<file path="src/rtl/mss_filter.sv">
/*
  Shared constants and types of the motor starter stop, interlock and diagnostic block, and the
  limit input conditioner. Assumes a 10 MHz system clock and a 0.1 ms tick enable made by the top.
*/
`timescale 1ns/1ps
package mss_pkg;
  localparam int unsigned CLK_HZ = 10_000_000;
  localparam int unsigned TICK_NS = 100_000;
  localparam int unsigned TICK_CYC = (CLK_HZ / 1_000_000) * TICK_NS / 1000;
  localparam int unsigned HOLD_US = 18_500;
  localparam int unsigned HOLD_TICKS = (HOLD_US * 1000 + TICK_NS - 1) / TICK_NS;
  localparam int unsigned FLASH_MS = 250;
  localparam int unsigned FLASH_TICKS = FLASH_MS * 1_000_000 / TICK_NS;
  localparam int unsigned CNT_W = 14;
  localparam int unsigned CUR_W = 12;
  localparam int unsigned PCT_W = 8;
  localparam int unsigned PRD_W = 20;
  localparam logic [PRD_W-1:0] PCT_FULL = 20'h00064;
  localparam logic [PRD_W-1:0] LC_TRIP_PCT = 20'h00023;
  localparam logic [PCT_W-1:0] OVL_PCT = 8'h6e;
  localparam logic [PCT_W-1:0] LOAD90_PCT = 8'h5a;
  localparam logic [PCT_W-1:0] LOAD70_PCT = 8'h46;
  localparam logic [7:0] ADDR_CTRL = 8'h00;
  localparam logic [7:0] ADDR_CMD = 8'h04;
  localparam logic [7:0] ADDR_SETP = 8'h08;
  localparam logic [7:0] ADDR_PARAM = 8'h0c;
  localparam logic [7:0] ADDR_STATUS = 8'h10;
  localparam logic [6:0] CTRL_RST = 7'h00;
  localparam logic [CUR_W-1:0] SETP_RST = 12'h000;
  localparam logic [2:0] DIAG_CONTACTOR = 3'h1;
  localparam logic [2:0] DIAG_OVERLOAD = 3'h2;
  localparam logic [2:0] DIAG_THERMISTOR = 3'h3;
  localparam logic [2:0] DIAG_MANUAL = 3'h4;
  localparam logic [2:0] DIAG_LOAD90 = 3'h5;
  localparam logic [2:0] DIAG_LOAD70 = 3'h6;
  localparam logic [2:0] DIAG_NONE = 3'h7;
  localparam logic [2:0] PARAM_REQ = 3'h7;
  localparam int unsigned F_CONTACTOR = 0;
  localparam int unsigned F_OVERLOAD = 1;
  localparam int unsigned F_THERMISTOR = 2;
  localparam int unsigned F_NODIAG = 3;

  typedef struct packed {
    logic diag_en;
    logic lc_en;
    logic break_contact;
    logic direct_online_variant;
    logic pole8;
    logic pole6;
    logic qstop_sel;
  } mss_cfg_t;

  typedef struct packed {
    logic [CUR_W-1:0] l3;
    logic [CUR_W-1:0] l2;
    logic [CUR_W-1:0] l1;
  } mss_phase_t;

  typedef enum logic [3:0] {
    RS_IDLE = 4'b0001,
    RS_LOW = 4'b0010,
    RS_ARMED = 4'b0100,
    RS_HIGH = 4'b1000
  } mss_rs_state_t;
endpackage : mss_pkg

module mss_filter #(
  parameter int unsigned HOLD = mss_pkg::HOLD_TICKS,
  parameter int unsigned W = mss_pkg::CNT_W
) (
  input wire logic i_sys_clk,
  input wire logic i_rst,
  input wire logic i_tick,
  input wire logic i_raw,
  input wire logic i_invert,
  output logic o_level,
  output logic o_rise,
  output logic o_fall
);
  import mss_pkg::*;
  logic sync1_reg;
  logic sync2_reg;
  logic [W-1:0] cnt_reg;
  logic act;

  always_ff @(posedge i_sys_clk or posedge i_rst)
  begin
    if (i_rst)
    begin
      sync1_reg <= 1'b0;
      sync2_reg <= 1'b0;
    end
    else
    begin
      sync1_reg <= i_raw;
      sync2_reg <= sync1_reg;
    end
  end

  // Break contacts read active low, so polarity is flipped after the synchroniser.
  assign act = sync2_reg ^ i_invert;

  // A new level is accepted only after it stood for the whole hold time; shorter pulses are dropped.
  always_ff @(posedge i_sys_clk or posedge i_rst)
  begin
    if (i_rst)
    begin
      cnt_reg <= '0;
      o_level <= 1'b0;
    end
    else if (act == o_level)
      cnt_reg <= '0;
    else if (i_tick)
    begin
      if (cnt_reg >= W'(HOLD - 1))
      begin
        o_level <= act;
        cnt_reg <= '0;
      end
      else
        cnt_reg <= cnt_reg + 1'b1;
    end
  end

  logic level_d_reg;
  always_ff @(posedge i_sys_clk or posedge i_rst)
  begin
    if (i_rst)
      level_d_reg <= 1'b0;
    else
      level_d_reg <= o_level;
  end
  assign o_rise = o_level & ~level_d_reg;
  assign o_fall = ~o_level & level_d_reg;
endmodule : mss_filter

</file>
<file path="src/rtl/mss_starter.sv">
/*
  Motor starter control: quick stop, interlocked manual mode, lower current trip, diagnostic readout,
  and an APB register slave. Assumes all pin inputs synchronous to i_sys_clk except the limit inputs,
  which are synchronised and filtered here; APB master per the usual two-phase protocol.
*/
// Notes on behaviour
// - A limit rising edge opens its assigned contactor without bus involvement.
// - Restart after quick stop needs direction bit fall then rise; limit level ignored.
// - Break contact setting inverts limit input polarity.
// - Direction LED steady while bit set, flashing when quick stopped.
// - First limit edge or level locks manual forward; reverse stays selectable.
// - Forward unlocks on first limit fall during reverse, or auto and back.
// - Second limit locks manual reverse the same way.
// - Direct online with pole six set, pole eight clear: edge-only interlock.
// - Manual LED lit on selection, flashing when interlock holds contactor off.
// - Interlock only acts while fieldbus supply is present.
// - Phase below 35 percent of setpoint raises group fault, opens contactor.
// - Currents above 40 percent of setpoint never trip.
// - Reset command clears lower current trip in both modes.
// - Writing 111 with diagnostics enabled returns the diagnostic code.
// - With no diagnostic present, request 111 is answered with 111.
// - Any other parameter value is echoed unchanged.
// - Highest priority latched message reported until cause gone and reset.
// - Manual and load messages clear by themselves.
// - Contactor faulty: code 001, group fault and peripheral flag set.
// - Overload at 110 percent: code 010, group fault, no peripheral flag.
// - Thermistor 011 fault; manual 100 no fault; no-diagnosis 111 fault.
// - Load 90 percent gives 101, 70 percent gives 110, no group fault.
// - Auto mode: both bits low 18.5 ms then high 18.5 ms is a reset.
`timescale 1ns/1ps
module mss_starter #(
  parameter int unsigned TICK_CYCLES = mss_pkg::TICK_CYC,
  parameter int unsigned HOLD = mss_pkg::HOLD_TICKS,
  parameter int unsigned FLASH = mss_pkg::FLASH_TICKS
) (
  input wire logic i_sys_clk,
  input wire logic i_rst,
  input wire logic i_psel,
  input wire logic i_penable,
  input wire logic i_pwrite,
  input wire logic [7:0] i_paddr,
  input wire logic [31:0] i_pwdata,
  output logic [31:0] o_prdata,
  output logic o_pready,
  output logic o_pslverr,
  input wire logic i_first_limit_input,
  input wire logic i_second_limit_input,
  input wire logic i_key_auto,
  input wire logic i_key_manual,
  input wire logic i_sel_forward,
  input wire logic i_sel_reverse,
  input wire logic i_bus_supply_ok,
  input wire mss_pkg::mss_phase_t i_phase_current,
  input wire logic [mss_pkg::PCT_W-1:0] i_thermal_pct,
  input wire logic i_thermistor_trip,
  input wire logic i_current_without_actuation,
  input wire logic i_no_diag_cause,
  output logic o_forward_run,
  output logic o_reverse_run,
  output logic o_led_forward,
  output logic o_led_reverse,
  output logic o_group_fault_bit,
  output logic o_peripheral_fault_flag
);
  import mss_pkg::*;

  mss_cfg_t cfg_reg;
  logic forward_command_bit_reg;
  logic reverse_command_bit_reg;
  logic [CUR_W-1:0] setp_reg;
  logic [2:0] param_ans_reg;
  logic [15:0] tick_cnt_reg;
  logic tick;
  logic [CNT_W-1:0] flash_cnt_reg;
  logic flash_reg;

  // Timebase: one 0.1 ms enable pulse; the flash toggle runs off it.
  always_ff @(posedge i_sys_clk or posedge i_rst)
  begin
    if (i_rst)
      tick_cnt_reg <= '0;
    else if (tick)
      tick_cnt_reg <= '0;
    else
      tick_cnt_reg <= tick_cnt_reg + 1'b1;
  end
  assign tick = (tick_cnt_reg == 16'(TICK_CYCLES - 1));

  always_ff @(posedge i_sys_clk or posedge i_rst)
  begin
    if (i_rst)
    begin
      flash_cnt_reg <= '0;
      flash_reg <= 1'b0;
    end
    else if (tick)
    begin
      if (flash_cnt_reg == CNT_W'(FLASH - 1))
      begin
        flash_cnt_reg <= '0;
        flash_reg <= ~flash_reg;
      end
      else
        flash_cnt_reg <= flash_cnt_reg + 1'b1;
    end
  end

  logic lim1, lim1_rise, lim1_fall, lim2, lim2_rise, lim2_fall;
  mss_filter #(.HOLD(HOLD), .W(CNT_W)) u_lim1 (
    .i_sys_clk(i_sys_clk),
    .i_rst(i_rst),
    .i_tick(tick),
    .i_raw(i_first_limit_input),
    .i_invert(cfg_reg.break_contact),
    .o_level(lim1),
    .o_rise(lim1_rise),
    .o_fall(lim1_fall)
  );
  mss_filter #(.HOLD(HOLD), .W(CNT_W)) u_lim2 (
    .i_sys_clk(i_sys_clk),
    .i_rst(i_rst),
    .i_tick(tick),
    .i_raw(i_second_limit_input),
    .i_invert(cfg_reg.break_contact),
    .o_level(lim2),
    .o_rise(lim2_rise),
    .o_fall(lim2_fall)
  );

  // Mode tracking and key-switch reset on entering OFF.
  logic auto_d_reg, manual_d_reg, key_reset, back_to_manual;
  always_ff @(posedge i_sys_clk or posedge i_rst)
  begin
    if (i_rst)
    begin
      auto_d_reg <= 1'b0;
      manual_d_reg <= 1'b0;
    end
    else
    begin
      auto_d_reg <= i_key_auto;
      manual_d_reg <= i_key_manual;
    end
  end
  assign key_reset = (auto_d_reg | manual_d_reg) & ~i_key_auto & ~i_key_manual;
  assign back_to_manual = i_key_manual & ~manual_d_reg & auto_d_reg;

  // Bus reset sequence: both bits low for the hold time, then both high for the hold time.
  mss_rs_state_t rs_state_reg;
  logic [CNT_W-1:0] rs_cnt_reg;
  logic bus_reset;
  logic both_low, both_high, rs_done;
  assign both_low = ~forward_command_bit_reg & ~reverse_command_bit_reg;
  assign both_high = forward_command_bit_reg & reverse_command_bit_reg;
  assign rs_done = tick && (rs_cnt_reg == CNT_W'(HOLD - 1));
  assign bus_reset = (rs_state_reg == RS_HIGH) && both_high && rs_done && i_key_auto;

  always_ff @(posedge i_sys_clk or posedge i_rst)
  begin
    if (i_rst)
    begin
      rs_state_reg <= RS_IDLE;
      rs_cnt_reg <= '0;
    end
    else if (!i_key_auto)
    begin
      rs_state_reg <= RS_IDLE;
      rs_cnt_reg <= '0;
    end
    else
    begin
      if (tick)
        rs_cnt_reg <= rs_cnt_reg + 1'b1;
      case (rs_state_reg)
        RS_IDLE:
        begin
          rs_cnt_reg <= '0;
          if (both_low)
            rs_state_reg <= RS_LOW;
        end
        RS_LOW:
        begin
          if (!both_low)
            rs_state_reg <= RS_IDLE;
          else if (rs_done)
            rs_state_reg <= RS_ARMED;
        end
        RS_ARMED:
        begin
          rs_cnt_reg <= '0;
          if (both_high)
            rs_state_reg <= RS_HIGH;
          else if (!both_low)
            rs_state_reg <= RS_IDLE;
        end
        RS_HIGH:
        begin
          if (!both_high || rs_done)
            rs_state_reg <= RS_IDLE;
        end
        default:
          rs_state_reg <= RS_IDLE;
      endcase
    end
  end

  logic reset_cmd;
  assign reset_cmd = bus_reset | key_reset;

  // Quick stop source routing by pole six and pole eight.
  logic edge_only, route_a, route_b, qs_fwd_hit, qs_rev_hit;
  logic qs_fwd_reg, qs_rev_reg;
  assign route_a = cfg_reg.pole6 & ~cfg_reg.pole8;
  assign route_b = ~cfg_reg.pole6 & cfg_reg.pole8;
  assign qs_fwd_hit = cfg_reg.qstop_sel & i_key_auto & forward_command_bit_reg &
                      ((route_a & (lim1_rise | (cfg_reg.direct_online_variant & lim2_rise))) |
                       (route_b & lim1_rise));
  assign qs_rev_hit = cfg_reg.qstop_sel & i_key_auto & reverse_command_bit_reg &
                      ((route_a & ~cfg_reg.direct_online_variant & lim1_rise) | (route_b & lim2_rise));

  // Only a falling command bit releases the stop; limit level is not looked at.
  always_ff @(posedge i_sys_clk or posedge i_rst)
  begin
    if (i_rst)
    begin
      qs_fwd_reg <= 1'b0;
      qs_rev_reg <= 1'b0;
    end
    else
    begin
      if (qs_fwd_hit)
        qs_fwd_reg <= 1'b1;
      else if (!forward_command_bit_reg)
        qs_fwd_reg <= 1'b0;
      if (qs_rev_hit)
        qs_rev_reg <= 1'b1;
      else if (!reverse_command_bit_reg)
        qs_rev_reg <= 1'b0;
    end
  end

  // Interlocked manual mode.
  logic ilk_active, lock_fwd_reg, lock_rev_reg;
  assign ilk_active = ~cfg_reg.qstop_sel & i_bus_supply_ok;
  assign edge_only = cfg_reg.direct_online_variant & route_a;

  always_ff @(posedge i_sys_clk or posedge i_rst)
  begin
    if (i_rst)
    begin
      lock_fwd_reg <= 1'b0;
      lock_rev_reg <= 1'b0;
    end
    else
    begin
      if (ilk_active && (lim1_rise || (!edge_only && lim1)))
        lock_fwd_reg <= 1'b1;
      else if ((lim1_fall && o_reverse_run) || back_to_manual)
        lock_fwd_reg <= 1'b0;
      if (ilk_active && (lim2_rise || (!edge_only && lim2)))
        lock_rev_reg <= 1'b1;
      else if ((lim2_fall && o_forward_run) || back_to_manual)
        lock_rev_reg <= 1'b0;
    end
  end

  // Lower current supervision, compared as products so no divider is needed.
  logic lc_low;
  always_comb
  begin
    logic [PRD_W-1:0] lim;
    lim = PRD_W'(setp_reg) * LC_TRIP_PCT;
    lc_low = cfg_reg.lc_en && (o_forward_run || o_reverse_run) &&
             ((PRD_W'(i_phase_current.l1) * PCT_FULL < lim) ||
              (PRD_W'(i_phase_current.l2) * PCT_FULL < lim) ||
              (PRD_W'(i_phase_current.l3) * PCT_FULL < lim));
  end

  // Latched faults: a cause that is still present when the reset arrives keeps its bit.
  logic [3:0] cause, fault_reg;
  assign cause[F_CONTACTOR] = i_current_without_actuation;
  assign cause[F_OVERLOAD] = i_thermal_pct >= OVL_PCT;
  assign cause[F_THERMISTOR] = i_thermistor_trip;
  assign cause[F_NODIAG] = lc_low | i_no_diag_cause;

  always_ff @(posedge i_sys_clk or posedge i_rst)
  begin
    if (i_rst)
      fault_reg <= '0;
    else
      for (int i = 0; i < 4; i++)
        if (cause[i])
          fault_reg[i] <= 1'b1;
        else if (reset_cmd)
          fault_reg[i] <= 1'b0;
  end

  logic trip;
  assign trip = |fault_reg;

  // Contactors are registered; the hit terms cut the drive in the same cycle the stop latches.
  logic auto_fwd, auto_rev, man_fwd, man_rev;
  assign auto_fwd = i_key_auto & forward_command_bit_reg & ~reverse_command_bit_reg & ~qs_fwd_reg & ~qs_fwd_hit;
  assign auto_rev = i_key_auto & reverse_command_bit_reg & ~forward_command_bit_reg & ~qs_rev_reg & ~qs_rev_hit;
  assign man_fwd = i_key_manual & i_sel_forward & ~i_sel_reverse & ~(ilk_active & lock_fwd_reg);
  assign man_rev = i_key_manual & i_sel_reverse & ~i_sel_forward & ~(ilk_active & lock_rev_reg);

  always_ff @(posedge i_sys_clk or posedge i_rst)
  begin
    if (i_rst)
    begin
      o_forward_run <= 1'b0;
      o_reverse_run <= 1'b0;
    end
    else
    begin
      o_forward_run <= ~trip & ~lc_low & (auto_fwd | man_fwd);
      o_reverse_run <= ~trip & ~lc_low & ~cfg_reg.direct_online_variant & (auto_rev | man_rev);
    end
  end

  // Direction LEDs.
  always_ff @(posedge i_sys_clk or posedge i_rst)
  begin
    if (i_rst)
    begin
      o_led_forward <= 1'b0;
      o_led_reverse <= 1'b0;
    end
    else if (i_key_manual)
    begin
      o_led_forward <= i_sel_forward & (~(ilk_active & lock_fwd_reg) | flash_reg);
      o_led_reverse <= i_sel_reverse & (~(ilk_active & lock_rev_reg) | flash_reg);
    end
    else
    begin
      o_led_forward <= forward_command_bit_reg & (~qs_fwd_reg | flash_reg);
      o_led_reverse <= reverse_command_bit_reg & (~qs_rev_reg | flash_reg);
    end
  end

  // Diagnostic code by priority.
  logic [2:0] diag_code;
  always_comb
  begin
    if (fault_reg[F_CONTACTOR])
      diag_code = DIAG_CONTACTOR;
    else if (fault_reg[F_OVERLOAD])
      diag_code = DIAG_OVERLOAD;
    else if (fault_reg[F_THERMISTOR])
      diag_code = DIAG_THERMISTOR;
    else if (fault_reg[F_NODIAG])
      diag_code = DIAG_NONE;
    else if (i_key_manual)
      diag_code = DIAG_MANUAL;
    else if (i_thermal_pct >= LOAD90_PCT)
      diag_code = DIAG_LOAD90;
    else if (i_thermal_pct >= LOAD70_PCT)
      diag_code = DIAG_LOAD70;
    else
      diag_code = DIAG_NONE;
  end

  assign o_group_fault_bit = trip;
  assign o_peripheral_fault_flag = fault_reg[F_CONTACTOR];

  // APB slave: zero wait states, read data captured in the setup cycle.
  logic wr, mapped;
  assign wr = i_psel & i_penable & i_pwrite;
  assign mapped = (i_paddr == ADDR_CTRL) || (i_paddr == ADDR_CMD) || (i_paddr == ADDR_SETP) ||
                  (i_paddr == ADDR_PARAM) || (i_paddr == ADDR_STATUS);
  assign o_pready = 1'b1;
  assign o_pslverr = i_psel & i_penable & ~mapped;

  always_ff @(posedge i_sys_clk or posedge i_rst)
  begin
    if (i_rst)
    begin
      cfg_reg <= CTRL_RST;
      forward_command_bit_reg <= 1'b0;
      reverse_command_bit_reg <= 1'b0;
      setp_reg <= SETP_RST;
      param_ans_reg <= '0;
    end
    else if (wr)
    begin
      case (i_paddr)
        ADDR_CTRL:
          cfg_reg <= i_pwdata[6:0];
        ADDR_CMD:
        begin
          forward_command_bit_reg <= i_pwdata[0];
          reverse_command_bit_reg <= i_pwdata[1];
        end
        ADDR_SETP:
          setp_reg <= i_pwdata[CUR_W-1:0];
        ADDR_PARAM:
          if (cfg_reg.diag_en && i_pwdata[2:0] == PARAM_REQ)
            param_ans_reg <= diag_code;
          else
            param_ans_reg <= i_pwdata[2:0];
        default:
          cfg_reg <= cfg_reg;
      endcase
    end
  end

  always_ff @(posedge i_sys_clk or posedge i_rst)
  begin
    if (i_rst)
      o_prdata <= '0;
    else if (i_psel && !i_penable && !i_pwrite)
      case (i_paddr)
        ADDR_CTRL: o_prdata <= {25'h0, cfg_reg};
        ADDR_CMD: o_prdata <= {30'h0, reverse_command_bit_reg, forward_command_bit_reg};
        ADDR_SETP: o_prdata <= {20'h00000, setp_reg};
        ADDR_PARAM: o_prdata <= {29'h0, param_ans_reg};
        ADDR_STATUS: o_prdata <= {16'h0000, rs_state_reg, 1'b0, diag_code, o_peripheral_fault_flag, trip,
                                  lock_rev_reg, lock_fwd_reg, qs_rev_reg, qs_fwd_reg, o_reverse_run, o_forward_run};
        default: o_prdata <= '0;
      endcase
  end
endmodule : mss_starter

</file>
<file path="config.mk">
export PLATFORM = sky130hd
export DESIGN_NAME = mss_starter
export DESIGN_NICKNAME = d
export VERILOG_FILES = /design/src/rtl/mss_filter.sv /design/src/rtl/mss_starter.sv
export SDC_FILE = /design/constraint.sdc
export NUM_CORES = 1
export LEC_CHECK = 0
export ABC_AREA = 1
export BUFFER_PORTS_ARGS = -buffer_cell sky130_fd_sc_hd__buf_2
export CORE_ASPECT_RATIO = 1.1
export CORE_MARGIN = 5
export CORE_UTILIZATION = 61
export DETAILED_ROUTE_END_ITERATION = 8
export PLACE_DENSITY = 0.86
export SYNTH_ARGS = -nofsm -noshare
export SYNTH_HDL_FRONTEND = slang
export SYNTH_HIERARCHICAL = 1
export SYNTH_SLANG_ARGS = --single-unit
</file>
<file path="constraint.sdc">
create_clock -name i_sys_clk -period 4.59 [get_ports i_sys_clk]
set_input_delay 0.6885 -clock i_sys_clk [delete_from_list [all_inputs] [get_ports i_sys_clk]]
set_output_delay 0.6885 -clock i_sys_clk [all_outputs]
set_load 0.03 [all_outputs]
</file>
==> qor.yml <==
status: "finished clean"
synth_seq_cells: 139
synthToLayoutAreaGrowth_pct: 13.07
ir_drop_mv: 0.2684
worst_pin_slew_ns: 0.9593
fin_total_pwr_mw: 4.260
cts_tree: "done"
drive_gt1_frac: 0.1320
dpl.hpwl_mm: 23.48
start_util: 0.6198
crit_required_ns: 4.94
nNetsFinal: 2138
worstPathMaxFanout: 4
core-area_mm2: 0.02058
antenna_left: 0
insertion_delay_ns: 0.42
reg2reg_depth: 31
die_area_mm2: 0.02390
path_common_cell: "nand2_1"
fin_skew_ns: 0.007872
die_y_um: 161.6
period_share: 0.9654
critical_path.slowest_cell: "fa_1"
drcViolationCount: 0
drv_cap: 0
netlist_top_cells_area: "dfrtp_1 (27%), ha_1 (20%), nand2_1 (10%)"
netlist_instances: 1662
gp_congestion: 0.9368
antenna_found_initial: 2
cts_buffers: 17
syn_avg_cell_area_um2: 7.673
boundaryPins: 139
clk_path_buf_depth: 2
hp-start: "u_lim1/sync1_reg"
rows: 55
worst_ep_arrival_time_ns: 4.78
endpoint_kind: "register"
p_per_area_mw_per_mm2: 295.4
path_clk_slew_ns: 0.06
holdPathEnd: "u_lim1/sync2_reg"
vias_per_cell: 5.549
synth_commonest_cells: "nand2_1 (348), inv_1 (314), ha_1 (205)"
cts-root-buf: "clkbuf_16"
grt_pass1_wl_mm: 50.85
holdPathStages: 0
synth_top_flop_cell: "dfrtp_1"
critPathMaxStageDelay_ns: 0.53
synthDistinctLibCells: 56
reg2reg_slack_ns: 0.16
synthArstFlopShare: 1.000
routed_wl_mm: 30.69
yosysMostFrequentCell: "nand2_1"
syn_area_mm2: 0.01275
rr_endpoint: "o_forward_run"
dr_total_vias: 11520
grt_usage: 0.2540
yosysTopAreaCell: "dfrtp_1"
grt_max_degree: 79
p_leak_nw: 7.877
overflow: 0
synth_edf_count: 0
cp-start-kind: "register"
cts_max_level: 4
first_global_vias: 11570
hold_viol: 0
port_buffers: 100
wl_per_cell_um: 14.78
drv_slew: 0
slew-limit-headroom: 0.3604
hold_path.class: "register to register"
yosys.area.top_type_share: 0.2708
die_w_um: 147.9
synth-seq-area-share: 0.2729
fmax_ghz: 0.2257
r2r-start: "setp_reg[6]"
ys_warn_count: 6
setup_violations: 0
crit_type: "register to register"
drtPass1Iterations: 5
clkSinkCount: 139
holdWs_ns: 0.3597
drtIter0Drc: 806
fin_crit_ns: 4.431
layer usage:
metal	global-route usage	wire length, um	vias up
met5	0	0	-
met4	0.1151	1406	0
met3	0.03591	1669	108
met2	0.4628	15550	409
met1	0.2955	12060	5356
li1	-	-	5646
metrics by stage:
step	setup TNS, ns	util	area (um2)	setup slack, ns	cells
CTS	0	0.6932	14260	0.06743	2068
global placement	0	0.6652	13690	0.04347	2036
floorplan	0	-	12810	0.4455	1677
global route	-0.1456	0.7008	14420	-0.07928	2076
detailed placement	-0.2427	0.6652	13690	-0.09537	2036
finish	0	0.7008	14420	0.1590	2076
critical path, delay by kind of cell (launching register included):
kind	cells	cell delay, ns
AO/OA/AOI/OAI	3	0.35
XOR/XNOR	1	0.17
buffers and inverters	6	0.54
flip-flops	1	0.45
adder cells (fa/ha/maj)	5	1.64
AND/OR/NAND/NOR	16	1.21
report_power, final:
group / leakage, nW / switching (mW) / internal (mW)
Combinational: 5.73 / 0.984 / 0.662
Clock: 0.270 / 0.540 / 0.804
Sequential: 1.88 / 0.0201 / 1.25
placed cells by master, fill, tap and decap left out, types with 6 or more instances in the layout:
master,Yosys,final
a21oi_1,71,69
a31oi_1,8,8
buf_2,1,100
buf_4,17,35
clkbuf_16,0,17
conb_1,2,17
dfrtp_1,138,134
fa_1,29,29
ha_1,205,199
inv_1,314,313
inv_2,6,6
mux2_2,6,6
nand2_1,348,342
nand2_2,8,14
nand3_1,80,80
nand3_2,6,6
nand4_1,25,25
nor2_1,136,131
nor2_2,6,11
nor3_1,22,22
nor4_1,13,13
o21a_1,8,8
o21ai_0,61,60
o21bai_1,11,11
o31ai_1,6,6
xnor2_1,18,18
xor2_1,38,38
worst max path at each step:
stage                             start  slack, ns       endpoint  cells past startpoint
global placement    i_phase_current[27]       0.04  o_reverse_run                     31
floorplan            i_phase_current[3]       0.45  o_forward_run                     25
detailed placement  i_phase_current[27]       -0.1  o_reverse_run                     31
finish                      setp_reg[6]       0.16  o_forward_run                     31
CTS                         setp_reg[6]       0.07  o_forward_run                     29
global route                setp_reg[6]      -0.08  o_forward_run                     31
layout make-up:
| class | count | area [um2] |
|---|---|---|
| multi-input cells | 1190 | 8058 |
| fillers | 1512 | 6157 |
| flip-flops and latches | 139 | 3485 |
| inverters | 322 | 1211 |
| repair buffers | 135 | 763.2 |
| clock buffers | 19 | 432.9 |
| well taps | 256 | 320.3 |
| clock inverters | 13 | 143.9 |
| diodes | 2 | 5.005 |
timing repair:
item                       CTS  global route
setup endpoints to repair    0             3
gates resized for setup      0            27
hold buffers                 0             0
buffers inserted             0             7
logic make-up (layout without fill, tap and decap cells):
group           count (synthesis)  in the layout  synth area share
simple gates                  667            667            0.2298
buf+inv                       348            489            0.1075
fa+ha+maj                     234            234            0.2467
compound gates                210            210           0.09880
flops                         139            139            0.2729
xor+xnor                       56             56           0.03846
mux                             6              6          0.005298
other cells                     2             19         0.0005889
No activity file was read; power rests on OpenSTA's default activity.
